===== config.mk =====
export PLATFORM = sky130hd
export DESIGN_NAME = dcc_host_end_flat
export DESIGN_NICKNAME = d
export VERILOG_FILES = /design/src/design/dcc_pkg.sv /design/src/design/dcc_link_if.sv /design/src/design/dcc_host_end.sv /design/src/flat_wrapper.sv
export SDC_FILE = /design/constraint.sdc
export NUM_CORES = 1
export LEC_CHECK = 0
export BUFFER_PORTS_ARGS = -buffer_cell sky130_fd_sc_hd__buf_2
export CORE_MARGIN = 1.5
export CORE_UTILIZATION = 45
export DETAILED_ROUTE_END_ITERATION = 10
export HOLD_SLACK_MARGIN = 0.15
export PLACE_DENSITY = 0.81
export SLEW_MARGIN = 40
export SYNTH_ARGS = -nofsm -noshare
export SYNTH_HDL_FRONTEND = slang
export SYNTH_SLANG_ARGS = --single-unit

===== constraint.sdc =====
create_clock -name clk_i -period 2.6 [get_ports clk_i]
set_input_delay 0.78 -clock clk_i [delete_from_list [all_inputs] [get_ports clk_i]]
set_output_delay 0.78 -clock clk_i [all_outputs]
set_load 0.01 [all_outputs]

===== src/design/dcc_pkg.sv =====
/*
  Shared constants and types of the dual converter control block and its controller.
  Assumes both ends run a 100 MHz clk_i with a synchronous active-high reset.
*/
package dcc_pkg;
  // Sample and code widths
  localparam int CODE_W = 8;
  localparam int IN_W = 10;
  localparam logic signed [IN_W-1:0] IN_MIN = -10'sd128;
  localparam logic signed [IN_W-1:0] IN_MAX = 10'sd127;
  localparam logic signed [IN_W-1:0] IN_MID = 10'sd128;
  localparam logic [CODE_W-1:0] CODE_ZERO = 8'h00;
  localparam logic [CODE_W-1:0] CODE_ONES = 8'hff;
  // Pipeline and calibration timing in input clock cycles
  localparam int PIPE_LAT = 13;
  localparam int CNT_W = 8;
  localparam logic [CNT_W-1:0] CAL_LOW_MIN = 8'h50;
  localparam logic [CNT_W-1:0] CAL_HIGH_MIN = 8'h50;
  localparam int CAL_CYCLES = 140000;
  localparam logic [1:0] POR_SETTLE = 2'h3;
  // Controller timing
  localparam longint CLK_HZ = 100000000;
  localparam longint RECAL_WAIT_S = 20;
  localparam longint PWR_WAIT_CYC = RECAL_WAIT_S * CLK_HZ;
  localparam int CMD_MARGIN = 16;
  localparam int CMD_HOLD = int'(CAL_LOW_MIN) + CMD_MARGIN;
  // Controller register map
  localparam int ADDR_W = 8;
  localparam logic [ADDR_W-1:0] REG_CTRL = 8'h00;
  localparam logic [ADDR_W-1:0] REG_CMD = 8'h04;
  localparam logic [ADDR_W-1:0] REG_STATUS = 8'h08;
  localparam logic [ADDR_W-1:0] REG_IRQ_STAT = 8'h0c;
  localparam logic [ADDR_W-1:0] REG_IRQ_CLR = 8'h10;
  localparam logic [ADDR_W-1:0] REG_IRQ_EN = 8'h14;
  localparam logic [1:0] CTRL_RST = 2'h0;
  localparam int CTRL_RANGE_BIT = 0;
  localparam int CTRL_LEVEL_BIT = 1;
  localparam int IRQ_W = 2;
  localparam int IRQ_CAL_DONE = 0;
  localparam int IRQ_OOR = 1;
  localparam logic [1:0] RESP_OKAY = 2'h0;
  localparam logic [1:0] RESP_SLVERR = 2'h2;
  // State machines
  typedef enum logic [1:0] {DS_POR, DS_IDLE, DS_CAL} dcc_dev_st_t;
  typedef enum logic [1:0] {HS_WAIT, HS_IDLE, HS_LOW, HS_HIGH} dcc_host_st_t;
endpackage : dcc_pkg


===== src/design/dcc_link_if.sv =====
/*
  Pin-level link between the converter end and its controller end.
  Assumes each end samples the other's pins on its own clock.
*/
interface dcc_link_if;
  logic cal_pin;
  logic full_scale_range_select;
  logic level_reduced;
  logic calibration_running;
  logic out_of_range;
  logic output_data_clock;
  logic [7:0] a_pri;
  logic [7:0] a_dly;
  logic [7:0] b_pri;
  logic [7:0] b_dly;
  modport dev (
    input cal_pin, full_scale_range_select, level_reduced,
    output calibration_running, out_of_range, output_data_clock,
    output a_pri, a_dly, b_pri, b_dly
  );
  modport host (
    output cal_pin, full_scale_range_select, level_reduced,
    input calibration_running, out_of_range, output_data_clock,
    input a_pri, a_dly, b_pri, b_dly
  );
endinterface : dcc_link_if


===== src/design/dcc_host_end.sv =====
/*
  Controller end: AXI4-Lite registers, calibration command generator,
  capture and interleave of the demultiplexed buses, interrupt status.
  Assumes the link pins come from another clock domain and software
  drives the AXI4-Lite port on clk_i.
*/
module dcc_host_end #(
  parameter longint PWR_WAIT = dcc_pkg::PWR_WAIT_CYC,
  parameter int HOLD = dcc_pkg::CMD_HOLD
) (
  input wire logic clk_i,
  input wire logic rst_i,
  input wire logic [dcc_pkg::ADDR_W-1:0] s_axi_awaddr,
  input wire logic s_axi_awvalid,
  output logic s_axi_awready,
  input wire logic [31:0] s_axi_wdata,
  input wire logic [3:0] s_axi_wstrb,
  input wire logic s_axi_wvalid,
  output logic s_axi_wready,
  output logic [1:0] s_axi_bresp,
  output logic s_axi_bvalid,
  input wire logic s_axi_bready,
  input wire logic [dcc_pkg::ADDR_W-1:0] s_axi_araddr,
  input wire logic s_axi_arvalid,
  output logic s_axi_arready,
  output logic [31:0] s_axi_rdata,
  output logic [1:0] s_axi_rresp,
  output logic s_axi_rvalid,
  input wire logic s_axi_rready,
  input wire logic recal_i,
  output logic [7:0] stream_a_o,
  output logic [7:0] stream_b_o,
  output logic stream_valid_o,
  output logic irq_o,
  dcc_link_if.host link
);
  localparam int LW = 35;

  logic [LW-1:0] lnk_m_r;
  logic [LW-1:0] lnk_s_r;
  logic clk_prev_r;
  logic run_prev_r;
  logic [15:0] pri_r;
  logic pend_r;
  logic [7:0] sa_r;
  logic [7:0] sb_r;
  logic sv_r;
  logic [1:0] ctrl_r;
  logic req_r;
  logic [dcc_pkg::IRQ_W-1:0] stat_r;
  logic [dcc_pkg::IRQ_W-1:0] en_r;
  dcc_pkg::dcc_host_st_t st_r;
  dcc_pkg::dcc_host_st_t st_nxt;
  logic [63:0] cnt_r;
  logic pin_r;
  logic bvalid_r;
  logic [1:0] bresp_r;
  logic rvalid_r;
  logic [31:0] rdata_r;
  logic [1:0] rresp_r;

  // Two-stage synchroniser for everything arriving on the link
  always_ff @(posedge clk_i) begin
    if (rst_i) begin
      lnk_m_r <= '0;
      lnk_s_r <= '0;
    end else begin
      lnk_m_r <= {link.calibration_running, link.out_of_range, link.output_data_clock,
                  link.a_dly, link.a_pri, link.b_dly, link.b_pri};
      lnk_s_r <= lnk_m_r;
    end
  end

  wire run_s = lnk_s_r[34];
  wire oor_s = lnk_s_r[33];
  wire clk_s = lnk_s_r[32];
  wire rise = clk_s & ~clk_prev_r;
  wire take = rise & ~run_s;
  wire ev_oor = take & oor_s;
  wire ev_done = run_prev_r & ~run_s;

  // Capture on the output clock rising edge; delayed word is the earlier sample
  always_ff @(posedge clk_i) begin
    if (rst_i) begin
      clk_prev_r <= 1'b0;
      run_prev_r <= 1'b0;
      pri_r <= '0;
      pend_r <= 1'b0;
      sa_r <= '0;
      sb_r <= '0;
      sv_r <= 1'b0;
    end else begin
      clk_prev_r <= clk_s;
      run_prev_r <= run_s;
      pend_r <= take;
      sv_r <= take | pend_r;
      if (take) begin
        sa_r <= lnk_s_r[31:24];
        sb_r <= lnk_s_r[15:8];
        pri_r <= {lnk_s_r[23:16], lnk_s_r[7:0]};
      end else if (pend_r) begin
        sa_r <= pri_r[15:8];
        sb_r <= pri_r[7:0];
      end
    end
  end

  // Register bus decode
  wire wr_go = s_axi_awvalid & s_axi_wvalid & ~bvalid_r;
  wire rd_go = s_axi_arvalid & ~rvalid_r;
  wire wr_lo = wr_go & s_axi_wstrb[0];
  wire wr_ctrl = wr_lo & (s_axi_awaddr == dcc_pkg::REG_CTRL);
  wire wr_cmd = wr_lo & (s_axi_awaddr == dcc_pkg::REG_CMD);
  wire wr_clr = wr_lo & (s_axi_awaddr == dcc_pkg::REG_IRQ_CLR);
  wire wr_en = wr_lo & (s_axi_awaddr == dcc_pkg::REG_IRQ_EN);
  wire wr_hit = (s_axi_awaddr == dcc_pkg::REG_CTRL) | (s_axi_awaddr == dcc_pkg::REG_CMD)
              | (s_axi_awaddr == dcc_pkg::REG_IRQ_CLR) | (s_axi_awaddr == dcc_pkg::REG_IRQ_EN);
  wire range_chg = wr_ctrl & (s_axi_wdata[dcc_pkg::CTRL_RANGE_BIT] != ctrl_r[0]);
  wire new_req = (wr_cmd & s_axi_wdata[0]) | range_chg | recal_i;
  wire [dcc_pkg::IRQ_W-1:0] ev = {ev_oor, ev_done};
  wire [dcc_pkg::IRQ_W-1:0] clr = wr_clr ? s_axi_wdata[dcc_pkg::IRQ_W-1:0] : '0;
  wire [31:0] rd_mux =
      (s_axi_araddr == dcc_pkg::REG_CTRL) ? {30'h0, ctrl_r} :
      (s_axi_araddr == dcc_pkg::REG_STATUS) ? {29'h0, oor_s, req_r, run_s} :
      (s_axi_araddr == dcc_pkg::REG_IRQ_STAT) ? {30'h0, stat_r} :
      (s_axi_araddr == dcc_pkg::REG_IRQ_EN) ? {30'h0, en_r} : 32'h0;
  wire rd_hit = (s_axi_araddr == dcc_pkg::REG_CTRL) | (s_axi_araddr == dcc_pkg::REG_STATUS)
              | (s_axi_araddr == dcc_pkg::REG_IRQ_STAT) | (s_axi_araddr == dcc_pkg::REG_IRQ_EN);

  // Bus responses, control, request and interrupt registers
  always_ff @(posedge clk_i) begin
    if (rst_i) begin
      bvalid_r <= 1'b0;
      bresp_r <= dcc_pkg::RESP_OKAY;
      rvalid_r <= 1'b0;
      rdata_r <= '0;
      rresp_r <= dcc_pkg::RESP_OKAY;
      ctrl_r <= dcc_pkg::CTRL_RST;
      req_r <= 1'b1;
      stat_r <= '0;
      en_r <= '0;
    end else begin
      bvalid_r <= wr_go | (bvalid_r & ~s_axi_bready);
      bresp_r <= wr_go ? (wr_hit ? dcc_pkg::RESP_OKAY : dcc_pkg::RESP_SLVERR) : bresp_r;
      rvalid_r <= rd_go | (rvalid_r & ~s_axi_rready);
      rdata_r <= rd_go ? rd_mux : rdata_r;
      rresp_r <= rd_go ? (rd_hit ? dcc_pkg::RESP_OKAY : dcc_pkg::RESP_SLVERR) : rresp_r;
      ctrl_r <= wr_ctrl ? s_axi_wdata[1:0] : ctrl_r;
      req_r <= new_req | (req_r & (st_r != dcc_pkg::HS_IDLE));
      stat_r <= (stat_r & ~clr) | ev;
      en_r <= wr_en ? s_axi_wdata[dcc_pkg::IRQ_W-1:0] : en_r;
    end
  end

  // Command generator: wait, then pin low and high for HOLD + 1 cycles each
  wire cnt_end = (st_r == dcc_pkg::HS_WAIT) ? (cnt_r >= 64'(PWR_WAIT)) : (cnt_r >= 64'(HOLD));

  always_comb begin
    st_nxt = st_r;
    case (st_r)
      dcc_pkg::HS_WAIT: if (cnt_end) st_nxt = dcc_pkg::HS_IDLE;
      dcc_pkg::HS_IDLE: if (req_r) st_nxt = dcc_pkg::HS_LOW;
      dcc_pkg::HS_LOW: if (cnt_end) st_nxt = dcc_pkg::HS_HIGH;
      dcc_pkg::HS_HIGH: if (cnt_end) st_nxt = dcc_pkg::HS_IDLE;
      default: st_nxt = dcc_pkg::HS_WAIT;
    endcase
  end

  always_ff @(posedge clk_i) begin
    if (rst_i) begin
      st_r <= dcc_pkg::HS_WAIT;
      cnt_r <= '0;
      pin_r <= 1'b0;
    end else begin
      st_r <= st_nxt;
      cnt_r <= (st_nxt != st_r) ? 64'h0 : cnt_r + 64'h1;
      pin_r <= (st_nxt == dcc_pkg::HS_HIGH);
    end
  end

  // Outputs
  assign s_axi_awready = wr_go;
  assign s_axi_wready = wr_go;
  assign s_axi_bvalid = bvalid_r;
  assign s_axi_bresp = bresp_r;
  assign s_axi_arready = ~rvalid_r;
  assign s_axi_rvalid = rvalid_r;
  assign s_axi_rdata = rdata_r;
  assign s_axi_rresp = rresp_r;
  assign stream_a_o = sa_r;
  assign stream_b_o = sb_r;
  assign stream_valid_o = sv_r;
  assign irq_o = |(stat_r & en_r);
  assign link.cal_pin = pin_r;
  assign link.full_scale_range_select = ctrl_r[dcc_pkg::CTRL_RANGE_BIT];
  assign link.level_reduced = ctrl_r[dcc_pkg::CTRL_LEVEL_BIT];
endmodule : dcc_host_end


===== src/flat_wrapper.sv =====
// flat-port wrapper written by rule: the top's interface ports become plain ports
module dcc_host_end_flat 
#(
  parameter longint PWR_WAIT = dcc_pkg::PWR_WAIT_CYC,
  parameter int HOLD = dcc_pkg::CMD_HOLD
)
  (clk_i, rst_i, s_axi_awaddr, s_axi_awvalid, s_axi_awready, s_axi_wdata, s_axi_wstrb, s_axi_wvalid, s_axi_wready, s_axi_bresp, s_axi_bvalid, s_axi_bready, s_axi_araddr, s_axi_arvalid, s_axi_arready, s_axi_rdata, s_axi_rresp, s_axi_rvalid, s_axi_rready, recal_i, stream_a_o, stream_b_o, stream_valid_o, irq_o, link_cal_pin, link_full_scale_range_select, link_level_reduced, link_calibration_running, link_out_of_range, link_output_data_clock, link_a_pri, link_a_dly, link_b_pri, link_b_dly);
  dcc_link_if link_i ();
  input wire logic clk_i;
  input wire logic rst_i;
  input wire logic [dcc_pkg::ADDR_W-1:0] s_axi_awaddr;
  input wire logic s_axi_awvalid;
  output logic s_axi_awready;
  input wire logic [31:0] s_axi_wdata;
  input wire logic [3:0] s_axi_wstrb;
  input wire logic s_axi_wvalid;
  output logic s_axi_wready;
  output logic [1:0] s_axi_bresp;
  output logic s_axi_bvalid;
  input wire logic s_axi_bready;
  input wire logic [dcc_pkg::ADDR_W-1:0] s_axi_araddr;
  input wire logic s_axi_arvalid;
  output logic s_axi_arready;
  output logic [31:0] s_axi_rdata;
  output logic [1:0] s_axi_rresp;
  output logic s_axi_rvalid;
  input wire logic s_axi_rready;
  input wire logic recal_i;
  output logic [7:0] stream_a_o;
  output logic [7:0] stream_b_o;
  output logic stream_valid_o;
  output logic irq_o;
  output wire logic [$bits(link_i.cal_pin)-1:0] link_cal_pin;
  output wire logic [$bits(link_i.full_scale_range_select)-1:0] link_full_scale_range_select;
  output wire logic [$bits(link_i.level_reduced)-1:0] link_level_reduced;
  input wire logic [$bits(link_i.calibration_running)-1:0] link_calibration_running;
  input wire logic [$bits(link_i.out_of_range)-1:0] link_out_of_range;
  input wire logic [$bits(link_i.output_data_clock)-1:0] link_output_data_clock;
  input wire logic [$bits(link_i.a_pri)-1:0] link_a_pri;
  input wire logic [$bits(link_i.a_dly)-1:0] link_a_dly;
  input wire logic [$bits(link_i.b_pri)-1:0] link_b_pri;
  input wire logic [$bits(link_i.b_dly)-1:0] link_b_dly;
  assign link_cal_pin = link_i.cal_pin;
  assign link_full_scale_range_select = link_i.full_scale_range_select;
  assign link_level_reduced = link_i.level_reduced;
  assign link_i.calibration_running = link_calibration_running;
  assign link_i.out_of_range = link_out_of_range;
  assign link_i.output_data_clock = link_output_data_clock;
  assign link_i.a_pri = link_a_pri;
  assign link_i.a_dly = link_a_dly;
  assign link_i.b_pri = link_b_pri;
  assign link_i.b_dly = link_b_dly;
  dcc_host_end #(.PWR_WAIT(PWR_WAIT), .HOLD(HOLD)) u_core (.clk_i(clk_i), .rst_i(rst_i), .s_axi_awaddr(s_axi_awaddr), .s_axi_awvalid(s_axi_awvalid), .s_axi_awready(s_axi_awready), .s_axi_wdata(s_axi_wdata), .s_axi_wstrb(s_axi_wstrb), .s_axi_wvalid(s_axi_wvalid), .s_axi_wready(s_axi_wready), .s_axi_bresp(s_axi_bresp), .s_axi_bvalid(s_axi_bvalid), .s_axi_bready(s_axi_bready), .s_axi_araddr(s_axi_araddr), .s_axi_arvalid(s_axi_arvalid), .s_axi_arready(s_axi_arready), .s_axi_rdata(s_axi_rdata), .s_axi_rresp(s_axi_rresp), .s_axi_rvalid(s_axi_rvalid), .s_axi_rready(s_axi_rready), .recal_i(recal_i), .stream_a_o(stream_a_o), .stream_b_o(stream_b_o), .stream_valid_o(stream_valid_o), .irq_o(irq_o), .link(link_i));
endmodule

==> results.json, run 1 <==
{
  "status": "complete, no violations",
  "wl_um": 16200,
  "fin_nets": 1067,
  "powerDensity_nw_per_um2": 673,
  "drive_above_1_share_pct": 21.4,
  "synth_edf_count": 0,
  "r2r_cells": 6,
  "cts_tree": "done",
  "slowest_stage": "or4_4",
  "die_area_um2": 18100,
  "cts_root_buf": "clkbuf_16",
  "vias": 6285,
  "crit_arrival_ns": 2.91,
  "syn_to_final_growth_pct": 20.1,
  "clk_pin_slew_worst_paths_ns": 0.08,
  "crit_path_end_kind": "register",
  "min_from": "u_core.lnk_s_r[22]$_SDFF_PP0_",
  "rows": 47,
  "routedWlPerCell_um": 13.5,
  "htree_levels": 4,
  "finalWorstSetupSlack_ns": 0.0327,
  "crit_path_start_kind": "register",
  "path_class": "reg2reg",
  "min_to": "u_core.pri_r[14]$_SDFFE_PP0P_",
  "max-clock-path-buffers": 2,
  "netlist_instances": 853,
  "final_cell_mix": "175 x dfxtp_1, 91 x buf_2, 77 x nor2b_1",
  "ys.flop_type": "dfxtp_1",
  "avgSynthCellArea_um2": 9.11,
  "ys_seq_area_share_pct": 48.1,
  "r2r_slack_ns": 0.03,
  "leakagePower_nw": 3.44,
  "grt_usage_pct": 18.0,
  "rr_endpoint": "u_core.cnt_r[57]$_SDFF_PP0_",
  "min_path_cells": 2,
  "cts_buffers": 17,
  "antenna_found_initial": 0,
  "slew_headroom_pct": 47.5,
  "grt_max_degree": 121,
  "grt_pass1_wl_um": 26500,
  "setup-violations-final": 0,
  "slew_viol_final": 0,
  "placed_cells": 1168,
  "final_cell_count_no_fill": 1200,
  "clk_latency_ns": 0.43,
  "clock_skew_ns": 0.0148,
  "drc": 0,
  "max_stage_delay_ns": 0.54,
  "maxCapViolations": 0,
  "die_w_um": 134,
  "synth_cell_types": 52,
  "grt_pass1_vias": 5713,
  "synthArstFlopShare_pct": 0,
  "dpl.hpwl_um": 10800,
  "r2r-start": "u_core.cnt_r[3]$_SDFF_PP0_",
  "path_cells": "nand4_2 -> or4_4 -> or4_1 -> buf_6 -> or4_1 -> a211oi_2",
  "synth_area_um2": 7770,
  "max_freq_mhz": 390,
  "final_common_cell": "dfxtp_1",
  "start_util_pct": 46.4,
  "hold_viol": 0,
  "cp.required_ns": 2.94,
  "drt_iter0_drc": 384,
  "numClockSinks": 187,
  "period_share_pct": 98.7,
  "coreArea_um2": 16800,
  "regArea_um2": 3760,
  "synth-warning-count": 0,
  "startpoint": "u_core.cnt_r[3]$_SDFF_PP0_",
  "post-cts-setup-buffers": 0,
  "cts_hold_buf": 0,
  "worstMarginPinSlew_ns": 0.787,
  "nFillCells": 1463,
  "ys_seq_elements": 187,
  "globalplace.congestion": 0.868,
  "peakVddDrop_v": 0.000475,
  "min_period_ns": 2.57,
  "hp-class": "reg2reg",
  "multi_input_area_um2": 3700,
  "io_pins": 157,
  "path_max_fanout": 16,
  "firstDrtPassIters": 4,
  "die_height_um": 134,
  "viasPerCell": 5.24,
  "overflow": 0,
  "cp_common_cell": "or4_1",
  "portBuffers": 92,
  "pre_cts_slack_ns": -0.00445,
  "ant_nets": 0,
  "diodes": 0
}
what timing repair did:
item | CTS | global route
endpoints found under the setup margin | 2 | 11
pin swaps | 0 | 3
resized for setup | 2 | 17
state kept, by name (all words and copies together), names as in the netlist, 2 cells and up:
register / flops
u_core.lnk_m_r: 35
u_core.stream_a_o: 8
u_core.s_axi_rdata: 3
u_core.stream_b_o: 8
u_core.stat_r: 2
u_core.pri_r: 16
u_core.ctrl_r: 2
u_core.en_r: 2
u_core.cnt_r: 64
u_core.st_r: 2
u_core.lnk_s_r: 35
metrics by stage:
| stage | total power, mW | TNS (ns) | utilization [%] | hold WS (ns) | instance area (um2) |
|---|---|---|---|---|---|
| floorplan | 3.53 | 0 | - | 0.414 | 7920 |
| global placement | 3.72 | 0 | 51.8 | 0.415 | 8670 |
| detailed placement | 3.74 | -0.00445 | 51.8 | 0.423 | 8670 |
| CTS | 6.32 | 0 | 55.5 | 0.437 | 9300 |
| global route | 6.53 | -0.0601 | 55.7 | 0.442 | 9340 |
| finish | 6.28 | 0 | 55.7 | 0.437 | 9340 |
worst max-delay path by stage:
| stage | end | slack, ns | cells after the start |
|---|---|---|---|
| 2_1_floorplan | u_core.cnt_r[55]$_SDFF_PP0_ | 0.009 | 8 |
| 3_3_place_gp | u_core.cnt_r[57]$_SDFF_PP0_ | 0.05 | 6 |
| 4_1_cts | u_core.cnt_r[55]$_SDFF_PP0_ | 0.01 | 6 |
| 5_1_grt | u_core.cnt_r[57]$_SDFF_PP0_ | -0.04 | 6 |
| 3_5_place_dp | u_core.cnt_r[55]$_SDFF_PP0_ | -0.004 | 6 |
| 6_report | u_core.cnt_r[57]$_SDFF_PP0_ | 0.03 | 6 |
cells by family (layout without fill, tap and decap cells):
| family | count (synthesis) | after routing | synth area share, % |
|---|---|---|---|
| fa+ha+maj | 5 | 5 | 0.805 |
| buf+inv | 99 | 196 | 6.61 |
| compound gates | 115 | 115 | 10.0 |
| simple gates | 385 | 385 | 27.1 |
| other cells | 1 | 31 | 0.0482 |
| xor+xnor | 40 | 40 | 4.51 |
| flops | 187 | 187 | 48.1 |
| mux | 21 | 21 | 2.70 |
synth_stat cells, drive strengths merged (16+ instances only):
cell type  number  area [um2]
inv            16        60.1
clkbuf         42         158
nor2           40         150
nand4          25         163
nor4           27         169
nor2b          77         482
mux2i          21         210
or4            23         176
xnor2          28         245
a211oi         46         345
dfxtp         187        3740
nand3          23         120
a21oi          24         120
or3            17         106
nor3           52         260
nand2          71         267
o21ai          16        80.1
buf            41         297
cell type report:
class | instances | share of cell area [%]
sequential | 187 | 40.3
multi-input combinational | 597 | 39.7
timing repair buffer | 148 | 9.90
clock buffer | 17 | 4.56
tap | 220 | 2.95
clock inverter | 15 | 2.01
inverter | 16 | 0.643
routing by layer:
| layer | vias to the layer above | part of all wire, % | GRT usage [%] |
|---|---|---|---|
| li1 | 3189 | - | - |
| met1 | 2903 | 46 | 22.7 |
| met2 | 170 | 48 | 30.1 |
| met3 | 23 | 4.4 | 4.42 |
| met4 | 0 | 1.5 | 5.91 |
| met5 | - | 0 | 0 |
critical path: cells and delay by family, from the launching register on:
kind,cells,cell delay (ns)
AO/OA/AOI/OAI,1,0.24
buffers and inverters,1,0.17
AND/OR/NAND/NOR,4,1.71
flip-flops,1,0.36
power by group:
part           internal [mW]  leakage [nW]  switching (mW)
Combinational          0.235          1.61           0.421
Sequential              2.97          1.53          0.0543
Clock                   1.31         0.294            1.29
Total                   4.51          3.44            1.76
(Power assumes the default switching activity.)
==> run 2: changes to the inputs <==
- PLACE_DENSITY: 0.81 -> 0.78
- clock period: 2.6 -> 3.2 ns (I/O delays scaled with it)
==> results.json, run 2 (synthesized netlist as in run 1, its figures left out) <==
{
  "critPathCapture": "u_core.cnt_r[52]$_SDFF_PP0_",
  "powerDensity_nw_per_um2": 565,
  "routedWlPerCell_um": 13.6,
  "rows": 47,
  "path_max_fanout": 9,
  "final_common_cell": "dfxtp_1",
  "globalplace.congestion": 0.820,
  "io_pins": 157,
  "startpoint": "u_core.cnt_r[0]$_SDFF_PP0_",
  "top_register": "u_core.cnt_r",
  "overflow": 0,
  "path_buf_inv": 0,
  "maxCapViolations": 0,
  "r2r-start": "u_core.cnt_r[0]$_SDFF_PP0_",
  "clk_latency_ns": 0.44,
  "path_cells": "ha_1 -> nand3_1 -> or4_1 -> or4_1 -> or4_1 -> a211oi_1",
  "grt_usage_pct": 17.3,
  "fin_util_pct": 53.3,
  "placed_area_um2": 8310,
  "path_class": "reg2reg",
  "vias": 6124,
  "status": "complete, no violations",
  "max_stage_delay_ns": 0.72,
  "coreArea_um2": 16800,
  "clk_pin_slew_worst_paths_ns": 0.08,
  "crit_cells": 6,
  "drt_iter0_drc": 349,
  "die_area_um2": 18100,
  "hp-class": "reg2reg",
  "slew_headroom_pct": 51.7,
  "max-clock-path-buffers": 2,
  "cts_tree": "done",
  "crit_path_end_kind": "register",
  "grt_pass1_vias": 5392,
  "cp.required_ns": 3.56,
  "reg_top3": "u_core.cnt_r (64), u_core.lnk_m_r (35), u_core.lnk_s_r (35)",
  "cts_buffers": 17,
  "min_period_ns": 2.90,
  "pre_cts_slack_ns": 0.306,
  "tns_ns": 0,
  "placed_cells": 1123,
  "die_height_um": 134,
  "dpl.hpwl_um": 10300,
  "rr_endpoint": "u_core.cnt_r[52]$_SDFF_PP0_",
  "hold_viol": 0,
  "antenna_found_initial": 0,
  "cts_root_buf": "clkbuf_16",
  "finalWorstSetupSlack_ns": 0.297,
  "syn_to_final_growth_pct": 14.8,
  "final_cell_mix": "186 x dfxtp_1, 91 x buf_2, 77 x nor2b_1",
  "fin_area_um2": 8930,
  "p_total_mw": 5.05,
  "leakagePower_nw": 3.18,
  "post-cts-setup-buffers": 0,
  "final_cell_count_no_fill": 1155,
  "period_share_pct": 90.7,
  "nFillCells": 1515,
  "slowest_stage": "or4_1",
  "cts_resized": 0,
  "start_util_pct": 46.4,
  "grt_pass1_wl_um": 25400,
  "die_w_um": 134,
  "setup-violations-final": 0,
  "drive_above_1_share_pct": 15.6,
  "largest_reg_flops": 64,
  "diodes": 0,
  "fin_nets": 1022,
  "r2r_cells": 6,
  "worstMarginPinSlew_ns": 0.718,
  "drc": 0,
  "viasPerCell": 5.30,
  "cp_common_cell": "or4_1",
  "htree_levels": 4,
  "ant_nets": 0,
  "r2r_slack_ns": 0.30,
  "wl_um": 15700,
  "slew_viol_final": 0,
  "max_freq_mhz": 345,
  "cts_hold_buf": 0,
  "portBuffers": 92,
  "cp_top_family": "simple AND/OR/NAND/NOR gates",
  "grt_max_degree": 72,
  "peakVddDrop_v": 0.000439,
  "crit_path_start_kind": "register",
  "whs_ns": 0.432,
  "numClockSinks": 187,
  "rsz0062_at_grt": "false",
  "clock_skew_ns": 0.0149,
  "crit_arrival_ns": 3.26,
  "firstDrtPassIters": 5
}
## run 2: layer usage
layer,part of all wire [%],global-route usage (%),wire [um]
met5,0,0,0
met4,1.3,6.33,205
met3,4.4,3.36,692
met2,48,28.7,7460
met1,47,22.5,7310
## run 2: how the worst min path moves through the flow
| stage | to | start | slack [ns] | cells past startpoint |
|---|---|---|---|---|
| 5_1_grt | u_core.pri_r[5]$_SDFFE_PP0P_ | u_core.lnk_s_r[5]$_SDFF_PP0_ | 0.44 | 2 |
| 3_3_place_gp | u_core.lnk_s_r[25]$_SDFF_PP0_ | u_core.lnk_m_r[25]$_SDFF_PP0_ | 0.42 | 1 |
| 3_5_place_dp | u_core.lnk_s_r[16]$_SDFF_PP0_ | u_core.lnk_m_r[16]$_SDFF_PP0_ | 0.42 | 1 |
| 2_1_floorplan | u_core.lnk_s_r[0]$_SDFF_PP0_ | u_core.lnk_m_r[0]$_SDFF_PP0_ | 0.41 | 1 |
| 4_1_cts | u_core.pri_r[5]$_SDFFE_PP0P_ | u_core.lnk_s_r[5]$_SDFF_PP0_ | 0.44 | 2 |
| 6_report | u_core.lnk_s_r[4]$_SDFF_PP0_ | u_core.lnk_m_r[4]$_SDFF_PP0_ | 0.43 | 1 |
## run 2: worst register-to-register path, delay by kind of cell (launching register included)
kind                     cells  cell delay, ns
AO/OA/AOI/OAI                1            0.25
flip-flops                   1            0.40
adder cells (fa/ha/maj)      1            0.28
AND/OR/NAND/NOR              4            1.92
## run 2: cell type report
cell class                 instances  area (um2)  area share [%]
clock buffer                      18         429            4.81
clock inverter                    14         183            2.05
inverter                          16        60.1           0.673
multi-input combinational        597        3660            41.0
sequential                       187        3740            42.0
tap                              220         275            3.08
timing repair buffer             103         571            6.39
## run 2: power by group
part	leakage, nW	internal, mW	switching, mW
clock	0.286	1.06	1.04
sequential	1.53	2.41	0.0435
combinational	1.37	0.169	0.331
==> run 3: changes to the inputs <==
- CORE_UTILIZATION: 45 -> 49
- MAX_ROUTING_LAYER: default -> met4
- PLACE_DENSITY: 0.78 -> 0.86
- clock period: 3.2 -> 2.6 ns (I/O delays scaled with it)
==> results.json, run 3 (synthesized netlist as in run 1, its figures left out) <==
{
  "cts_root_buf": "clkbuf_16",
  "crit_path_start_kind": "register",
  "die_area_um2": 16600,
  "die_height_um": 129,
  "fin_nets": 1071,
  "clk_pin_slew_worst_paths_ns": 0.08,
  "peakVddDrop_v": 0.000551,
  "overflow": 0,
  "top_register": "u_core.cnt_r",
  "htree_levels": 4,
  "diodes": 0,
  "syn_to_final_growth_pct": 20.2,
  "cts_tree": "done",
  "coreArea_um2": 15400,
  "numClockSinks": 187,
  "combPwrFrac_pct": 10.8,
  "min_period_ns": 2.54,
  "die_w_um": 129,
  "power.internal_mw": 4.53,
  "max_stage_delay_ns": 0.58,
  "maxCapViolations": 0,
  "largest_reg_flops": 64,
  "io_pins": 157,
  "rsz0062_at_grt": "true",
  "leakagePower_nw": 3.45,
  "powerDensity_nw_per_um2": 674,
  "start_util_pct": 50.6,
  "hp-class": "reg2reg",
  "grt_pass1_wl_um": 26800,
  "drt_iter0_drc": 335,
  "final_cell_count_no_fill": 1195,
  "slowest_stage": "or4_4",
  "antenna_found_initial": 0,
  "ant_nets": 0,
  "grt_pass1_vias": 5673,
  "p_total_mw": 6.30,
  "pre_cts_slack_ns": 0.0233,
  "p_switching_mw": 1.77,
  "wl_um": 16700,
  "max-clock-path-buffers": 2,
  "hold_viol": 0,
  "globalplace.congestion": 0.897,
  "cts_buffers": 17,
  "slew_headroom_pct": 47.4,
  "period_share_pct": 97.6,
  "placed_cells": 1162,
  "grt_max_degree": 70,
  "viasPerCell": 5.36,
  "reg_top3": "u_core.cnt_r (64), u_core.lnk_m_r (35), u_core.lnk_s_r (35)",
  "placed_area_um2": 8670,
  "dpl.hpwl_um": 11200,
  "routedWlPerCell_um": 14.0,
  "drive_above_1_share_pct": 21.4,
  "drc": 0,
  "path_cells": "nand4_1 -> or4_4 -> or4_1 -> buf_6 -> or4_1 -> a211oi_2",
  "path_class": "reg2reg",
  "cts_hold_buf": 0,
  "final_common_cell": "dfxtp_1",
  "slew_viol_final": 0,
  "crit_arrival_ns": 2.90,
  "fin_area_um2": 9350,
  "setup-violations-final": 0,
  "status": "complete, no violations",
  "rows": 45,
  "clock_skew_ns": 0.0139,
  "grt_usage_pct": 20.7,
  "crit_path_end_kind": "register",
  "cp.required_ns": 2.96,
  "switching_share_pct": 28.2,
  "vias": 6410,
  "path_max_fanout": 16,
  "firstDrtPassIters": 4,
  "portBuffers": 92,
  "cp_common_cell": "or4_1",
  "finalWorstSetupSlack_ns": 0.0624,
  "clk_latency_ns": 0.43,
  "worstMarginPinSlew_ns": 0.789,
  "clkPwrFrac_pct": 41.2,
  "seqPwrFrac_pct": 48.0,
  "final_cell_mix": "177 x dfxtp_1, 91 x buf_2, 77 x nor2b_1",
  "max_freq_mhz": 394
}
[run 3: cell types whose count changed in the layout (fill, tap and decap cells not counted), moves of 2 or more]
cell,change
inv_8,+7
dfxtp_2,+9
buf_4,+47
a2111oi_1,+2
inv_6,-3
a2111oi_0,-2
or4_4,+3
a211oi_1,-3
or4_1,-3
dfxtp_1,-9
clkinv_8,-4
buf_6,+2
a211oi_2,+3
[run 3: metrics by stage]
step	TNS, ns	hold WS (ns)	utilization [%]
after global routing	-0.275	0.458	60.8
after floorplan	0	0.414	-
after CTS	0	0.438	60.4
after detailed placement	0	0.420	56.4
after global placement	0	0.415	56.4
final	0	0.437	60.8
[run 3: worst max-delay path, delay by kind of cell (launching register included)]
family	cells	cell delay, ns
buffers and inverters	1	0.17
AND/OR/NAND/NOR	4	1.74
flip-flops	1	0.33
AO/OA/AOI/OAI	1	0.22
[run 3: power by group through the flow]
stage / Sequential (mW) / Clock (mW) / Combinational, mW
finish: 3.02 / 2.60 / 0.683
global route: 3.04 / 2.78 / 0.747
CTS: 3.02 / 2.65 / 0.653
detailed placement: 3.09 / 0 / 0.646
global placement: 3.08 / 0 / 0.632
floorplan: 3.08 / 0 / 0.443
[run 3: routing by layer]
| metal | part of all wire [%] | wire [um] | track usage (%) |
|---|---|---|---|
| met5 | 0 | 0 | - |
| met4 | 1.4 | 237 | 6.94 |
| met3 | 5.8 | 974 | 4.32 |
| met2 | 48 | 8060 | 33.7 |
| met1 | 45 | 7460 | 25.5 |
[run 3: final timing paths]
kind | slack [ns] | to | start | cells past startpoint
setup / recovery | 0.06 | u_core.cnt_r[57]$_SDFF_PP0_ | u_core.cnt_r[9]$_SDFF_PP0_ | 6
setup reg to reg | 0.06 | u_core.cnt_r[57]$_SDFF_PP0_ | u_core.cnt_r[9]$_SDFF_PP0_ | 6
hold / removal | 0.44 | u_core.lnk_s_r[0]$_SDFF_PP0_ | u_core.lnk_m_r[0]$_SDFF_PP0_ | 1
hold reg to reg | 0.44 | u_core.lnk_s_r[0]$_SDFF_PP0_ | u_core.lnk_m_r[0]$_SDFF_PP0_ | 1
[run 3: layout make-up]
cell class / instances / area [um2]
Multi-Input combinational cell: 597 / 3710
Sequential cell: 187 / 3760
Fill cell: 1263 / 6020
Clock inverter: 15 / 184
Inverter: 16 / 60.1
Timing Repair Buffer: 152 / 951
Tap cell: 211 / 264
Clock buffer: 17 / 425
[run 3: repair_timing]
item | CTS | global route
setup buffers | 0 | 0
pin swaps | 0 | 3
resized for setup | 1 | 17
setup endpoints to repair | 1 | 65
cloned | 0 | 1
